[src/include/offset_pkg.sv]
package offset_pkg;

    // Geometry of the stream offset fields
    localparam int STREAMS = 16;
    localparam int FIELD_W = 4;
    localparam int REG_W = 16;
    localparam int ADDR_W = 4;
    localparam int OFS_REGS = 4;
    localparam int EDGE_BIT = 0;
    localparam int WHOLE_LSB = 1;
    localparam int WHOLE_W = 3;

    // Register addresses, word indexed
    localparam logic [3:0] ADDR_OFS0 = 4'h3;
    localparam logic [3:0] ADDR_OFS3 = 4'h6;
    localparam logic [3:0] ADDR_CTRL = 4'h7;
    localparam logic [3:0] ADDR_STAT = 4'h8;

    // Values after reset
    localparam logic [15:0] OFS_RESET = 16'h0000;
    localparam logic [15:0] CTRL_RESET = 16'h0000;

    // Control and status bit positions
    localparam int CTRL_GCI_BIT = 0;
    localparam int CTRL_EN_BIT = 1;
    localparam int STAT_PHASE_BIT = 0;
    localparam int STAT_FRAME_BIT = 1;
    localparam int STAT_OVR_BIT = 2;

    // Half-period counts: largest shift, counter ceiling, word push point
    localparam logic [3:0] MAX_HALF = 4'h9;
    localparam logic [3:0] HP_SAT = 4'hf;
    localparam logic [3:0] LAST_HP = 4'ha;

    // Alignment sequencer
    typedef enum logic [0:0] {
        ALIGN_IDLE = 1'b0,
        ALIGN_RUN = 1'b1
    } align_state_t;

endpackage

[src/include/word_if.sv]
`timescale 1ns/10ps
// Valid/ready word channel between the aligner and its buffer
interface word_if #(parameter int W = 16);
    logic valid;
    logic ready;
    logic [W-1:0] data;

    modport src (output valid, output data, input ready);
    modport snk (input valid, input data, output ready);
endinterface

[src/hw/input_sync.sv]
`timescale 1ns/10ps
module input_sync #(
    parameter int W = 1
) (
    // Clock and reset
    input wire logic clock,
    input wire logic rst_n,
    // Asynchronous levels in, synchronised levels out
    input wire logic [W-1:0] d,
    output logic [W-1:0] q
);

    logic [W-1:0] meta_reg;

    // Two stages; only the second stage is visible outside
    always_ff @(posedge clock or negedge rst_n) begin
        if (!rst_n) begin
            meta_reg <= '0;
            q <= '0;
        end else begin
            meta_reg <= d;
            q <= meta_reg;
        end
    end

endmodule

[src/hw/word_buffer.sv]
`timescale 1ns/10ps
module word_buffer (
    // Clock and reset
    input wire logic clock,
    input wire logic rst_n,
    // Filling side and draining side
    word_if.snk wr,
    word_if.src rd
);

    logic tail_valid_reg;
    logic [$bits(wr.data)-1:0] tail_reg;

    // Ready comes from a flop so the source never sees a combinational path
    assign wr.ready = ~tail_valid_reg;

    // Head entry drives the drain side directly from flops
    always_ff @(posedge clock or negedge rst_n) begin
        if (!rst_n) begin
            rd.valid <= 1'b0;
            rd.data <= '0;
            tail_valid_reg <= 1'b0;
            tail_reg <= '0;
        end else if (rd.valid && rd.ready) begin
            if (tail_valid_reg) begin
                rd.data <= tail_reg;
                tail_valid_reg <= 1'b0;
            end else if (wr.valid) begin
                rd.data <= wr.data;
            end else begin
                rd.valid <= 1'b0;
            end
        end else if (wr.valid && !tail_valid_reg) begin
            if (!rd.valid) begin
                rd.data <= wr.data;
                rd.valid <= 1'b1;
            end else begin
                tail_reg <= wr.data;
                tail_valid_reg <= 1'b1;
            end
        end
    end

endmodule

[src/hw/stream_offset_top.sv]
`timescale 1ns/10ps
// Functional notes
// - Each of the 16 streams has a 4-bit field, four to a 16-bit register, edge bit lowest.
// - The three whole-offset bits give, in binary, the whole bit-clock periods of delay.
// - Outside GCI mode, edge bit 0 samples on the rising clock edge, 1 on the falling edge.
// - In GCI mode, edge bit 0 samples on the falling clock edge, 1 on the rising edge.
// - A field of all zeros gives no shift, and that is the value after reset.
// - An edge bit of 1 adds half a clock period on top of the whole periods.
// - Shifts run from 0 to 4.5 periods in half steps; larger codes are held at 4.5.
// - The phase bit reads 1 if the frame edge met a high clock, 0 if it met a low clock.
// - The four offset registers reset to zero and are read and written from address 03h.
module stream_offset_top
    import offset_pkg::*;
(
    // Clock and reset
    input wire logic clock,
    input wire logic rst_n,
    // Register port
    input wire logic [ADDR_W-1:0] addr,
    input wire logic [REG_W-1:0] wr_data,
    input wire logic wr_stb,
    input wire logic rd_stb,
    output logic [REG_W-1:0] rd_data,
    // Serial side pins
    input wire logic bit_clk_pin,
    input wire logic frame_pin,
    input wire logic [STREAMS-1:0] serial_in,
    // Aligned word output
    output logic out_valid,
    output logic [STREAMS-1:0] out_data,
    input wire logic out_ready
);

    ////////////////////////////////////////////////////////////////////////////////
    // Declarations

    logic [REG_W-1:0] offset_reg [OFS_REGS];
    logic [REG_W-1:0] ctrl_reg;
    logic phase_reg;
    logic frame_seen_reg;
    logic overrun_reg;
    logic bit_clk_prev_reg;
    logic frame_prev_reg;
    logic [3:0] hp_cnt_reg;
    logic [STREAMS-1:0] aligned_reg;
    align_state_t state_reg;
    align_state_t state_next;
    logic [STREAMS+1:0] sync_q;
    logic bit_clk_s;
    logic frame_s;
    logic [STREAMS-1:0] serial_s;
    logic gci_mode;
    logic word_enable;
    logic edge_evt;
    logic edge_rise;
    logic frame_evt;
    logic push;
    logic [STREAMS-1:0] strobe;
    logic [FIELD_W-1:0] field [STREAMS];
    logic [3:0] delay_half [STREAMS];
    logic [REG_W-1:0] read_mux;
    logic [ADDR_W-1:0] ofs_index;
    logic any_ofs_write_reg;

    word_if #(.W(STREAMS)) push_if ();
    word_if #(.W(STREAMS)) drain_if ();

    ////////////////////////////////////////////////////////////////////////////////
    // Pin synchronisers

    // Clock, frame and data share one delay so their relative timing survives
    input_sync #(.W(STREAMS + 2)) u_sync (
        .clock(clock),
        .rst_n(rst_n),
        .d({bit_clk_pin, frame_pin, serial_in}),
        .q(sync_q)
    );

    assign bit_clk_s = sync_q[STREAMS+1];
    assign frame_s = sync_q[STREAMS];
    assign serial_s = sync_q[STREAMS-1:0];

    // Previous values for edge detection, taken after the synchroniser
    always_ff @(posedge clock or negedge rst_n) begin
        if (!rst_n) begin
            bit_clk_prev_reg <= 1'b0;
            frame_prev_reg <= 1'b0;
        end else begin
            bit_clk_prev_reg <= bit_clk_s;
            frame_prev_reg <= frame_s;
        end
    end

    // Every bit clock edge is one half period
    assign edge_evt = bit_clk_s ^ bit_clk_prev_reg;
    assign edge_rise = bit_clk_s & ~bit_clk_prev_reg;

    // Frame is marked by its falling edge, or its rising edge in GCI mode
    assign gci_mode = ctrl_reg[CTRL_GCI_BIT];
    assign word_enable = ctrl_reg[CTRL_EN_BIT];
    assign frame_evt = gci_mode ? (frame_s & ~frame_prev_reg) : (~frame_s & frame_prev_reg);

    ////////////////////////////////////////////////////////////////////////////////
    // Register writes

    assign ofs_index = addr - ADDR_OFS0;

    // Offset registers storage, all fields zero after reset
    always_ff @(posedge clock or negedge rst_n) begin
        if (!rst_n) begin
            for (int i = 0; i < OFS_REGS; i++) begin
                offset_reg[i] <= OFS_RESET;
            end
        end else if (wr_stb && addr >= ADDR_OFS0 && addr <= ADDR_OFS3) begin
            offset_reg[ofs_index[1:0]] <= wr_data;
        end
    end

    // Control holds the framing mode and the word output enable
    always_ff @(posedge clock or negedge rst_n) begin
        if (!rst_n) begin
            ctrl_reg <= CTRL_RESET;
        end else if (wr_stb && addr == ADDR_CTRL) begin
            ctrl_reg <= wr_data;
        end
    end

    // Helper for the reset check below
    always_ff @(posedge clock or negedge rst_n) begin
        if (!rst_n) begin
            any_ofs_write_reg <= 1'b0;
        end else if (wr_stb && addr >= ADDR_OFS0 && addr <= ADDR_OFS3) begin
            any_ofs_write_reg <= 1'b1;
        end
    end

    ////////////////////////////////////////////////////////////////////////////////
    // Phase measurement

    // Clock level caught at the frame edge
    always_ff @(posedge clock or negedge rst_n) begin
        if (!rst_n) begin
            phase_reg <= 1'b0;
            frame_seen_reg <= 1'b0;
        end else if (frame_evt) begin
            phase_reg <= bit_clk_s;
            frame_seen_reg <= 1'b1;
        end
    end

    ////////////////////////////////////////////////////////////////////////////////
    // Alignment sequencer and half-period counter

    // Sampling starts only once a frame reference exists
    always_comb begin
        state_next = state_reg;
        case (state_reg)
            ALIGN_IDLE: begin
                if (frame_evt) begin
                    state_next = ALIGN_RUN;
                end
            end
            ALIGN_RUN: begin
                state_next = ALIGN_RUN;
            end
            default: begin
                state_next = ALIGN_IDLE;
            end
        endcase
    end

    always_ff @(posedge clock or negedge rst_n) begin
        if (!rst_n) begin
            state_reg <= ALIGN_IDLE;
        end else begin
            state_reg <= state_next;
        end
    end

    // Half periods since the frame edge, saturating past the largest shift
    always_ff @(posedge clock or negedge rst_n) begin
        if (!rst_n) begin
            hp_cnt_reg <= 4'h0;
        end else if (frame_evt) begin
            hp_cnt_reg <= 4'h0;
        end else if (edge_evt && hp_cnt_reg != HP_SAT) begin
            hp_cnt_reg <= hp_cnt_reg + 4'h1;
        end
    end

    ////////////////////////////////////////////////////////////////////////////////
    // Per-stream field decode and sampling strobe

    genvar n;
    generate
        for (n = 0; n < STREAMS; n++) begin : g_stream
            // Four fields per register, stream n in bits 4*(n%4)
            assign field[n] = offset_reg[n / 4][(n % 4) * FIELD_W +: FIELD_W];

            // Whole periods and edge bit form a half-period count directly
            // The edge bit is the half-period least significant bit
            // Codes beyond 4.5 periods are held at 4.5; this keeps every
            // strobe threshold below the LAST_HP point at which words are pushed
            assign delay_half[n] = (field[n] > MAX_HALF) ? MAX_HALF : field[n];

            // Edge polarity from edge bit and framing mode
            assign strobe[n] = (state_reg == ALIGN_RUN) && edge_evt
                && (edge_rise == ~(field[n][EDGE_BIT] ^ gci_mode))
                && (hp_cnt_reg >= delay_half[n]);

            // Stream bit captured on its own strobe
            always_ff @(posedge clock or negedge rst_n) begin
                if (!rst_n) begin
                    aligned_reg[n] <= 1'b0;
                end else if (strobe[n]) begin
                    aligned_reg[n] <= serial_s[n];
                end
            end

            a_no_early_strobe : assert property (
                @(posedge clock) disable iff (!rst_n)
                strobe[n] |-> (hp_cnt_reg >= {field[n][3:1], 1'b0}))
                else $error("strobe before whole-period offset");

            a_half_step : assert property (
                @(posedge clock) disable iff (!rst_n)
                (strobe[n] && field[n] <= MAX_HALF && field[n][EDGE_BIT])
                |-> (hp_cnt_reg >= {field[n][3:1], 1'b1}))
                else $error("edge bit did not add half a period");

            a_edge_plain : assert property (
                @(posedge clock) disable iff (!rst_n)
                (strobe[n] && !gci_mode) |-> (edge_rise == !field[n][EDGE_BIT]))
                else $error("wrong sampling edge outside GCI mode");

            a_edge_gci : assert property (
                @(posedge clock) disable iff (!rst_n)
                (strobe[n] && gci_mode) |-> (edge_rise == field[n][EDGE_BIT]))
                else $error("wrong sampling edge in GCI mode");

            a_zero_shift : assert property (
                @(posedge clock) disable iff (!rst_n)
                (field[n] == 4'h0 && state_reg == ALIGN_RUN && edge_evt
                    && (edge_rise != gci_mode)) |-> strobe[n])
                else $error("zero field did not sample at once");

            a_shift_limit : assert property (
                @(posedge clock) disable iff (!rst_n)
                (state_reg == ALIGN_RUN && edge_evt && hp_cnt_reg >= MAX_HALF
                    && (edge_rise == ~(field[n][EDGE_BIT] ^ gci_mode))) |-> strobe[n])
                else $error("strobe missing past largest shift");

            a_strobe_capture : assert property (
                @(posedge clock) disable iff (!rst_n)
                strobe[n] |=> (aligned_reg[n] == $past(serial_s[n])))
                else $error("aligned bit not taken on strobe");
        end
    endgenerate

    ////////////////////////////////////////////////////////////////////////////////
    // Word buffer

    // One word per bit period, after every stream has had its latest strobe
    assign push = (state_reg == ALIGN_RUN) && word_enable && edge_evt
        && (edge_rise != gci_mode) && (hp_cnt_reg >= LAST_HP);

    assign push_if.valid = push;
    assign push_if.data = aligned_reg;
    assign drain_if.ready = out_ready;

    // The buffer's head flops drive the output pins
    word_buffer u_buffer (
        .clock(clock),
        .rst_n(rst_n),
        .wr(push_if.snk),
        .rd(drain_if.src)
    );

    assign out_valid = drain_if.valid;
    assign out_data = drain_if.data;

    // Overrun is sticky; a new loss wins over a clear in the same cycle
    always_ff @(posedge clock or negedge rst_n) begin
        if (!rst_n) begin
            overrun_reg <= 1'b0;
        end else if (push && !push_if.ready) begin
            overrun_reg <= 1'b1;
        end else if (wr_stb && addr == ADDR_STAT && wr_data[STAT_OVR_BIT]) begin
            overrun_reg <= 1'b0;
        end
    end

    ////////////////////////////////////////////////////////////////////////////////
    // Register reads

    // Unmapped addresses read as zero
    always_comb begin
        read_mux = '0;
        case (addr)
            4'h3, 4'h4, 4'h5, 4'h6: begin
                read_mux = offset_reg[ofs_index[1:0]];
            end
            ADDR_CTRL: begin
                read_mux = ctrl_reg;
            end
            ADDR_STAT: begin
                read_mux[STAT_PHASE_BIT] = phase_reg;
                read_mux[STAT_FRAME_BIT] = frame_seen_reg;
                read_mux[STAT_OVR_BIT] = overrun_reg;
            end
            default: begin
                read_mux = '0;
            end
        endcase
    end

    // Read data valid only in the cycle after the strobe
    always_ff @(posedge clock or negedge rst_n) begin
        if (!rst_n) begin
            rd_data <= '0;
        end else if (rd_stb) begin
            rd_data <= read_mux;
        end else begin
            rd_data <= '0;
        end
    end

    ////////////////////////////////////////////////////////////////////////////////
    // Register and measurement checks

    a_field_write : assert property (
        @(posedge clock) disable iff (!rst_n)
        (wr_stb && addr == 4'h4) |=> (field[4] == $past(wr_data[3:0]))
            && (field[7] == $past(wr_data[15:12])))
        else $error("second register does not map streams 4 to 7");

    a_reset_zero : assert property (
        @(posedge clock) disable iff (!rst_n)
        (rd_stb && !any_ofs_write_reg && addr >= ADDR_OFS0 && addr <= ADDR_OFS3)
            |=> (rd_data == OFS_RESET))
        else $error("offset register not zero after reset");

    a_write_read : assert property (
        @(posedge clock) disable iff (!rst_n)
        ((wr_stb && addr >= ADDR_OFS0 && addr <= ADDR_OFS3)
            ##1 (rd_stb && !wr_stb && addr == $past(addr)))
            |=> (rd_data == $past(wr_data, 2)))
        else $error("offset register read back differs");

    a_phase_level : assert property (
        @(posedge clock) disable iff (!rst_n)
        frame_evt |=> (phase_reg == $past(bit_clk_s)) && frame_seen_reg)
        else $error("phase bit not the clock level at frame edge");

    a_counter_clear : assert property (
        @(posedge clock) disable iff (!rst_n)
        (frame_evt ##1 !frame_evt[*2]) |-> (hp_cnt_reg <= 4'h2))
        else $error("half-period count not restarted at frame");

endmodule

[config.mk]
export PLATFORM = sky130hd
export DESIGN_NAME = stream_offset_top
export DESIGN_NICKNAME = d
export VERILOG_FILES = /design/src/include/offset_pkg.sv /design/src/include/word_if.sv /design/src/hw/input_sync.sv /design/src/hw/word_buffer.sv /design/src/hw/stream_offset_top.sv
export SDC_FILE = /design/constraint.sdc
export NUM_CORES = 1
export LEC_CHECK = 0
export ABC_CLOCK_PERIOD_IN_PS = 6900
export BUFFER_PORTS_ARGS = -buffer_cell sky130_fd_sc_hd__buf_4
export CORE_MARGIN = 10
export CORE_UTILIZATION = 40
export DETAILED_ROUTE_END_ITERATION = 8
export GPL_TIMING_DRIVEN = 0
export PLACE_DENSITY_LB_ADDON = 0.08
export SETUP_SLACK_MARGIN = 0.3
export SLEW_MARGIN = 20
export SYNTH_ARGS = -nofsm -noshare
export SYNTH_HDL_FRONTEND = slang
export SYNTH_HIERARCHICAL = 1
export SYNTH_SLANG_ARGS = --single-unit
export TNS_END_PERCENT = 1
[constraint.sdc]
create_clock -name clock -period 6.9 [get_ports clock]
set_clock_uncertainty 0.05 [all_clocks]
set_input_delay 0.345 -clock clock [delete_from_list [all_inputs] [get_ports clock]]
set_output_delay 0.345 -clock clock [all_outputs]
set_load 0.05 [all_outputs]
Yosys cells after proc, flatten, opt, wreduce, memory -nomap -nowiden
Cells that the tools add are included.
- $add $sub $neg: 2
- order comparisons: 37
- bitwise operators: 42
- equal/unequal tests: 28
- reductions and logical operators: 57
- mux-type cells: 44
- operator list (cell ; number):
    16-bit 2-to-1 mux ; 9
    4-bit 2-to-1 mux ; 18
    64-bit bitwise mux ; 1
    4-bit greater-or-equal comparator ; 16
    4-bit > comparator (second input constant) ; 16
    1-bit logical AND ; 47
    16-bit binary-select mux with 2-bit select ; 1
    16-bit demux with 2-bit select ; 1
    13-bit case mux with 2 select lines ; 1
    1-bit NOT ; 21
    1-bit bitwise XOR ; 17
    1-bit == test ; 16
    4-bit by 3-bit == test with 1-bit output (second input constant) ; 4
    1-bit 2-to-1 mux ; 11
    3-bit case mux with 3 select lines ; 1
    3-bit AND reduction ; 3
    2-bit nonzero test ; 4
    2-bit != test (second input constant) ; 3
    4-bit by 1-bit adder with 4-bit output (second input constant) ; 1
    4-bit by 2-bit == test with 1-bit output (second input constant) ; 1
    4-bit == test (second input constant) ; 1
    4-bit by 2-bit greater-or-equal comparator with 1-bit output (second input constant) ; 1
    4-bit greater-or-equal comparator (second input constant) ; 1
    4-bit by 3-bit <= comparator with 1-bit output (second input constant) ; 1
    12 further kinds ; 14
- logic and storage cells: 245
- bits of input ports: 43
- bits in registers: 192
- output and inout port bits: 33

Longest topological paths before layout
- word-level depth: 8
- depth in mapped cells: 11
- depth with buffers taken out: 8

Modules after synthesis
The synthesis kept the hierarchy.
- modules (own cells, without submodules) (module ; cells each ; area each (um^2) ; seq. area each (um^2) ; instances):
    stream_offset_top ; 577 ; 6991.7 ; 3052.9 ; 1
    word_buffer ; 156 ; 1684.1 ; 850.8 ; 1
    input_sync ; 36 ; 900.9 ; 900.9 ; 1

Least setup slack after synthesis
Ideal clock, no wire load.
- path type: input to register
- from: input port addr[0]
- to: register rd_data[10]
- data required time: 6.727 ns
- setup time: 0.123 ns
- data arrival time: 2.403 ns
- path buffers: 4
- stages on the path: 9
- slack: 4.324 ns
- cell sequence: buf_2 buf_2 inv_1 ha_1 clkbuf_1 clkbuf_1 mux4_2 a22oi_1 nor2b_1
- cells in the longest elaborated chain, start to end: 7
- elaborated cells on any way between the ends: 13
- those cells by class: add/sub (1); eq/ne (5); mux (5); bitwise (1); reduce/logical (1)
- ends and longest elaborated chain (element ; line ; source):
    from (decl) ; stream_offset_top.sv:19 ; input wire logic [ADDR_W-1:0] addr,
    2-bit subtractor ; stream_offset_top.sv:106 ; assign ofs_index = addr - ADDR_OFS0;
    2-bit NOT with 3-bit output (not written as such) ; stream_offset_top.sv:301 ; read_mux = offset_reg[ofs_index[1:0]];
    16-bit binary-select mux with 2-bit select ; stream_offset_top.sv:301 ;
    16-bit 2-to-1 mux (not written as such) (2 in a row) ; stream_offset_top.sv:301 ;
    13-bit case mux with 2 select lines * ; stream_offset_top.sv:299 ; case (addr)
    16-bit 2-to-1 mux * ; stream_offset_top.sv:321 ; end else if (rd_stb) begin
    to (signal assigned) ; stream_offset_top.sv:322 ; rd_data <= read_mux;
    to (decl) ; stream_offset_top.sv:23 ; output logic [REG_W-1:0] rd_data,
Every way passes the cells marked *; elsewhere a longest branch is shown, timed or not. The select of a mux whose other input is x is not followed.
A chain may end at the register's enable or synchronous reset.

Final worst setup path
- from: register u_sync.q[17]
- to: register u_buffer.tail_reg[4]
- cells in the longest elaborated chain, start to end: 6
- elaborated cells on any way between the ends: 8
- those cells by class: eq/ne (1); bitwise (2); reduce/logical (5)
- ends and longest elaborated chain (element ; line ; source):
    from (decl) ; input_sync.sv:10 ; output logic [W-1:0] q
    from (signal assigned) ; input_sync.sv:22 ; q <= meta_reg;
    1-bit bitwise AND or 1-bit bitwise XOR (tied branches) ; stream_offset_top.sv:96, stream_offset_top.sv:95 ;
    1-bit != test or 1-bit logical AND (tied branches) ; stream_offset_top.sv:265, stream_offset_top.sv:264 ;
    1-bit logical AND * (2 in a row) ; stream_offset_top.sv:265 ; && (edge_rise != gci_mode) && (hp_cnt_reg >= LAST_HP);
    net push ; stream_offset_top.sv:57 ; logic push;
    1-bit logical AND * ; word_buffer.sv:33 ; end else if (wr.valid && !tail_valid_reg) begin
    3-bit AND reduction (no line) * ; - ;
    to (signal assigned) ; word_buffer.sv:38 ; tail_reg <= wr.data;
    to (decl) ; word_buffer.sv:12 ; logic [$bits(wr.data)-1:0] tail_reg;
Mark *: on every way through the listed nets, which the timed path passes. The rest lies on a longest branch.

==> impl_metrics.csv <==
group,metric,value,unit
worst_setup_path,end_kind,"register",
logic_synthesis,synthAdderAreaFrac,9.28,%
final_layout,instances_no_fill,1216,
place,dpl.cell_count,1165,
logic_synthesis,synthArstFlopShare,100,%
logic_synthesis,ys_seq_area_share,50.2,%
final_layout,final_util,48.4,%
route,drcViolationCount,0,
floorplan,row_count,56,
logic_synthesis,synthMuxAreaShare,17.1,%
global_route,grt_pass1_vias,7146,
logic_synthesis,yosys_warnings,6,
power,power_frac_comb,32.6,%
power,p_clk_share,25.2,%
final_layout,seq_area,4800,sq um
final_layout,diodes,0,
global_route,top_usage_layer,"met2",
floorplan,die_h,175,um
global_route,gr-total-overflow,0,
clocking,cts_buffers,17,
global_route,grt_antenna_before_repair,0,
route,dr.first_iter.drc_count,428,
worst_setup_path,crit_type,"reg -> reg",
global_route,met2_usage,28.2,%
power,power_density,343,nW/um^2
sta,setup_viol,0,
logic_synthesis,syn-instance-count,769,
power,power_switching,0.00145,W
place,post-dp-hpwl,17800,um
logic_synthesis,synth_flop_cell,"dfrtp_1",
sta,final_hold_viol_count,0,
clocking,cts.clk_slew.worst_paths,80,ps
floorplan,fp.dieW,175,um
sta,min_period,4040,ps
power,p_leak,5.00,nW
global_route,use_met1,21.8,%
worst_setup_path,critPathRequiredTime,7160,ps
logic_synthesis,avgSynthCellArea,12.5,sq um
final_layout,largest_reg_flops,64,
route,wl_per_cell,20.8,um
final_layout,area_growth,18.9,%
logic_synthesis,synth.distinct_cells,48,
logic_synthesis,synth_top_family_by_area,"multiplexers",
power,seqPwrFrac,42.2,%
logic_synthesis,synth_edf_count,0,
logic_synthesis,synth-simple-area-share,8.53,%
sta,fin_setup_tns,0,ps
global_route,grt_use_total,16.9,%
logic_synthesis,netlist_area,9580,sq um
route,drt_first_pass_iters,5,
final_layout,fin_nets,998,
place,place.gp.congestion,0.843,
worst_setup_path,cp.arrival,4300,ps
global_route,grt_first_pass_wirelength,40500,um
logic_synthesis,synth_xor_xnor_area_share,2.03,%
logic_synthesis,netlist.area_leader.share,50.2,%
worst_setup_path,crit_path_start_kind,"register",
clocking,cts-root-buf,"clkbuf_16",
sta,tightest_slew,1010,ps
floorplan,coreArea,23500,sq um
flow_run,drv_cap,0,
power,peakVddDrop,0.149,mV
global_route,grt_util_met3,3.17,%
clocking,cts_tree,"done",
floorplan,dieArea,30500,sq um
min_path,hold_path_class,"in -> reg",
route,antenna_left,0,
logic_synthesis,synth_top_area_cell,"dfrtp_1",
clocking,htree_levels,4,
global_route,grt_max_degree,94,
logic_synthesis,synth_nets,883,
sta,slew_viol_final,0,
final_layout,multi_input_area,4530,sq um
logic_synthesis,synthTopCellsByArea,"dfrtp_1, mux2_2, ha_1, mux4_2, o21ai_0",
power,internal-power,0.00246,W
clocking,clk_latency,440,ps
sta,max_freq,248,MHz
place,io_buffers,75,
route,vias,6683,
sta,slew_headroom,32.9,%
route,routed_wl,25300,um
sta,rsz0062_at_grt,"no",
run_status,status,"completed",
place,placed_area,10600,sq um
final_layout,design_area,11400,sq um
sta,period_share,58.5,%
clocking,clockBufferDepth,2,
route,viasPerCell,5.50,
power,p_sw_share,37.1,%
floorplan,start_util,40.7,%
worst_setup_path,worst-path-max-fanout,10,
floorplan,ios,76,
final_layout,nFillCells,2143,
logic_synthesis,synth_compound_area_share,10.3,%
clocking,clock_sinks,192,
logic_synthesis,ys_ff_latch,192,
final_layout,drive_gt1_share,27.2,%
==> cell usage after synthesis, types with 15 or more instances <==
cell type  number
o22ai_1        16
o21ai_0        51
nor2b_1        19
a21oi_1        18
inv_1          24
a211oi_1       16
nand2b_1       35
mux4_2         16
mux2_2         90
ha_1           71
dfrtp_1       192
nand2_1        42
xnor2_1        17
nor3_1         33
o21a_1         15
a2111oi_0      16
==> power groups by stage <==
stage / Combinational (W) / Sequential (W) / Clock (W)
floorplan: 0.000762 / 0.00173 / 0
global placement: 0.00121 / 0.00166 / 0
detailed placement: 0.00128 / 0.00167 / 0
CTS: 0.00129 / 0.00165 / 0.00101
global route: 0.00144 / 0.00169 / 0.00106
finish: 0.00127 / 0.00165 / 0.000985
==> layer usage <==
| layer | vias to the layer above | share of wire (%) |
|---|---|---|
| met4 | 0 | 2.3 |
| met1 | 3409 | 45 |
| li1 | 3053 | - |
| met5 | - | 0 |
| met2 | 184 | 49 |
| met3 | 37 | 4.1 |
==> critical path, cell delays in order, from the launching register on <==
cell and delay, ps:
dfrtp_1 410, ha_1 310, nor2b_1 780, dlygate4sd1_1 640
nand3_1 140, nor2_1 510, nand2b_1 140, buf_6 180
nor2_8 210, buf_6 230, mux2_4 310
==> path summary, 6_finish.rpt <==
path                       slack [ps]                     startpoint                                  end  depth (start not counted)
min reg2reg                       300  u_sync/meta_reg[17]$_DFF_PN0_               u_sync/q[17]$_DFF_PN0_                          0
max                              2860         u_sync/q[17]$_DFF_PN0_     u_buffer/tail_reg[4]$_DFFE_PN0P_                         10
max reg2reg                      2860         u_sync/q[17]$_DFF_PN0_     u_buffer/tail_reg[4]$_DFFE_PN0P_                         10
min in group asynchronous         300                          rst_n         u_sync/meta_reg[0]$_DFF_PN0_                          2
min                                60                      out_ready  u_buffer/tail_valid_reg$_DFFE_PN0P_                          2
max in group asynchronous        5430                          rst_n              ctrl_reg[9]$_DFFE_PN0P_                          4
==> logic make-up after synthesis <==
family,Yosys count
muxes,126
AOI/OAI and AO/OA,154
and+or+nand+nor,153
xor gates and xnor gates,20
DFF,192
buffers and inverters,53
adders and majority gates,71
==> cell usage in the layout, fill, tap and decap left out, drive strengths merged, types with 17 or more instances in the layout <==
cell type,count
inv,32
dlygate4sd3,19
nor3,33
mux2,109
nand2b,35
buf,90
dfrtp,192
nor2b,19
o21ai,53
nand2,42
ha,71
a21oi,18
xnor2,17
clkbuf,32
==> area by class of cell <==
class	instances	area share [%]
Timing Repair Buffer	96	7.17
Clock inverter	15	1.43
Clock buffer	17	3.74
Sequential cell	192	42.2
Tap cell	319	3.51
Buffer	29	1.42
Inverter	24	0.791
Multi-Input combinational cell	524	39.8
==> stage by stage <==
step	total power [W]	hold WS (ps)	setup slack (ps)
global placement	0.00287	283	2870
global route	0.00418	49.3	2670
floorplan	0.00249	-0.591	4320
finish	0.00391	60.4	2860
detailed placement	0.00295	181	2880
CTS	0.00395	35.4	2860
==> what timing repair did <==
action / CTS / global route
buffers inserted: 0 / 0
hold buffers: 19 / 0
endpoints found under the setup margin: 0 / 0
hold endpoints to repair: 52 / 0
resized for setup: 0 / 0
No activity file was read; power rests on OpenSTA's default activity.
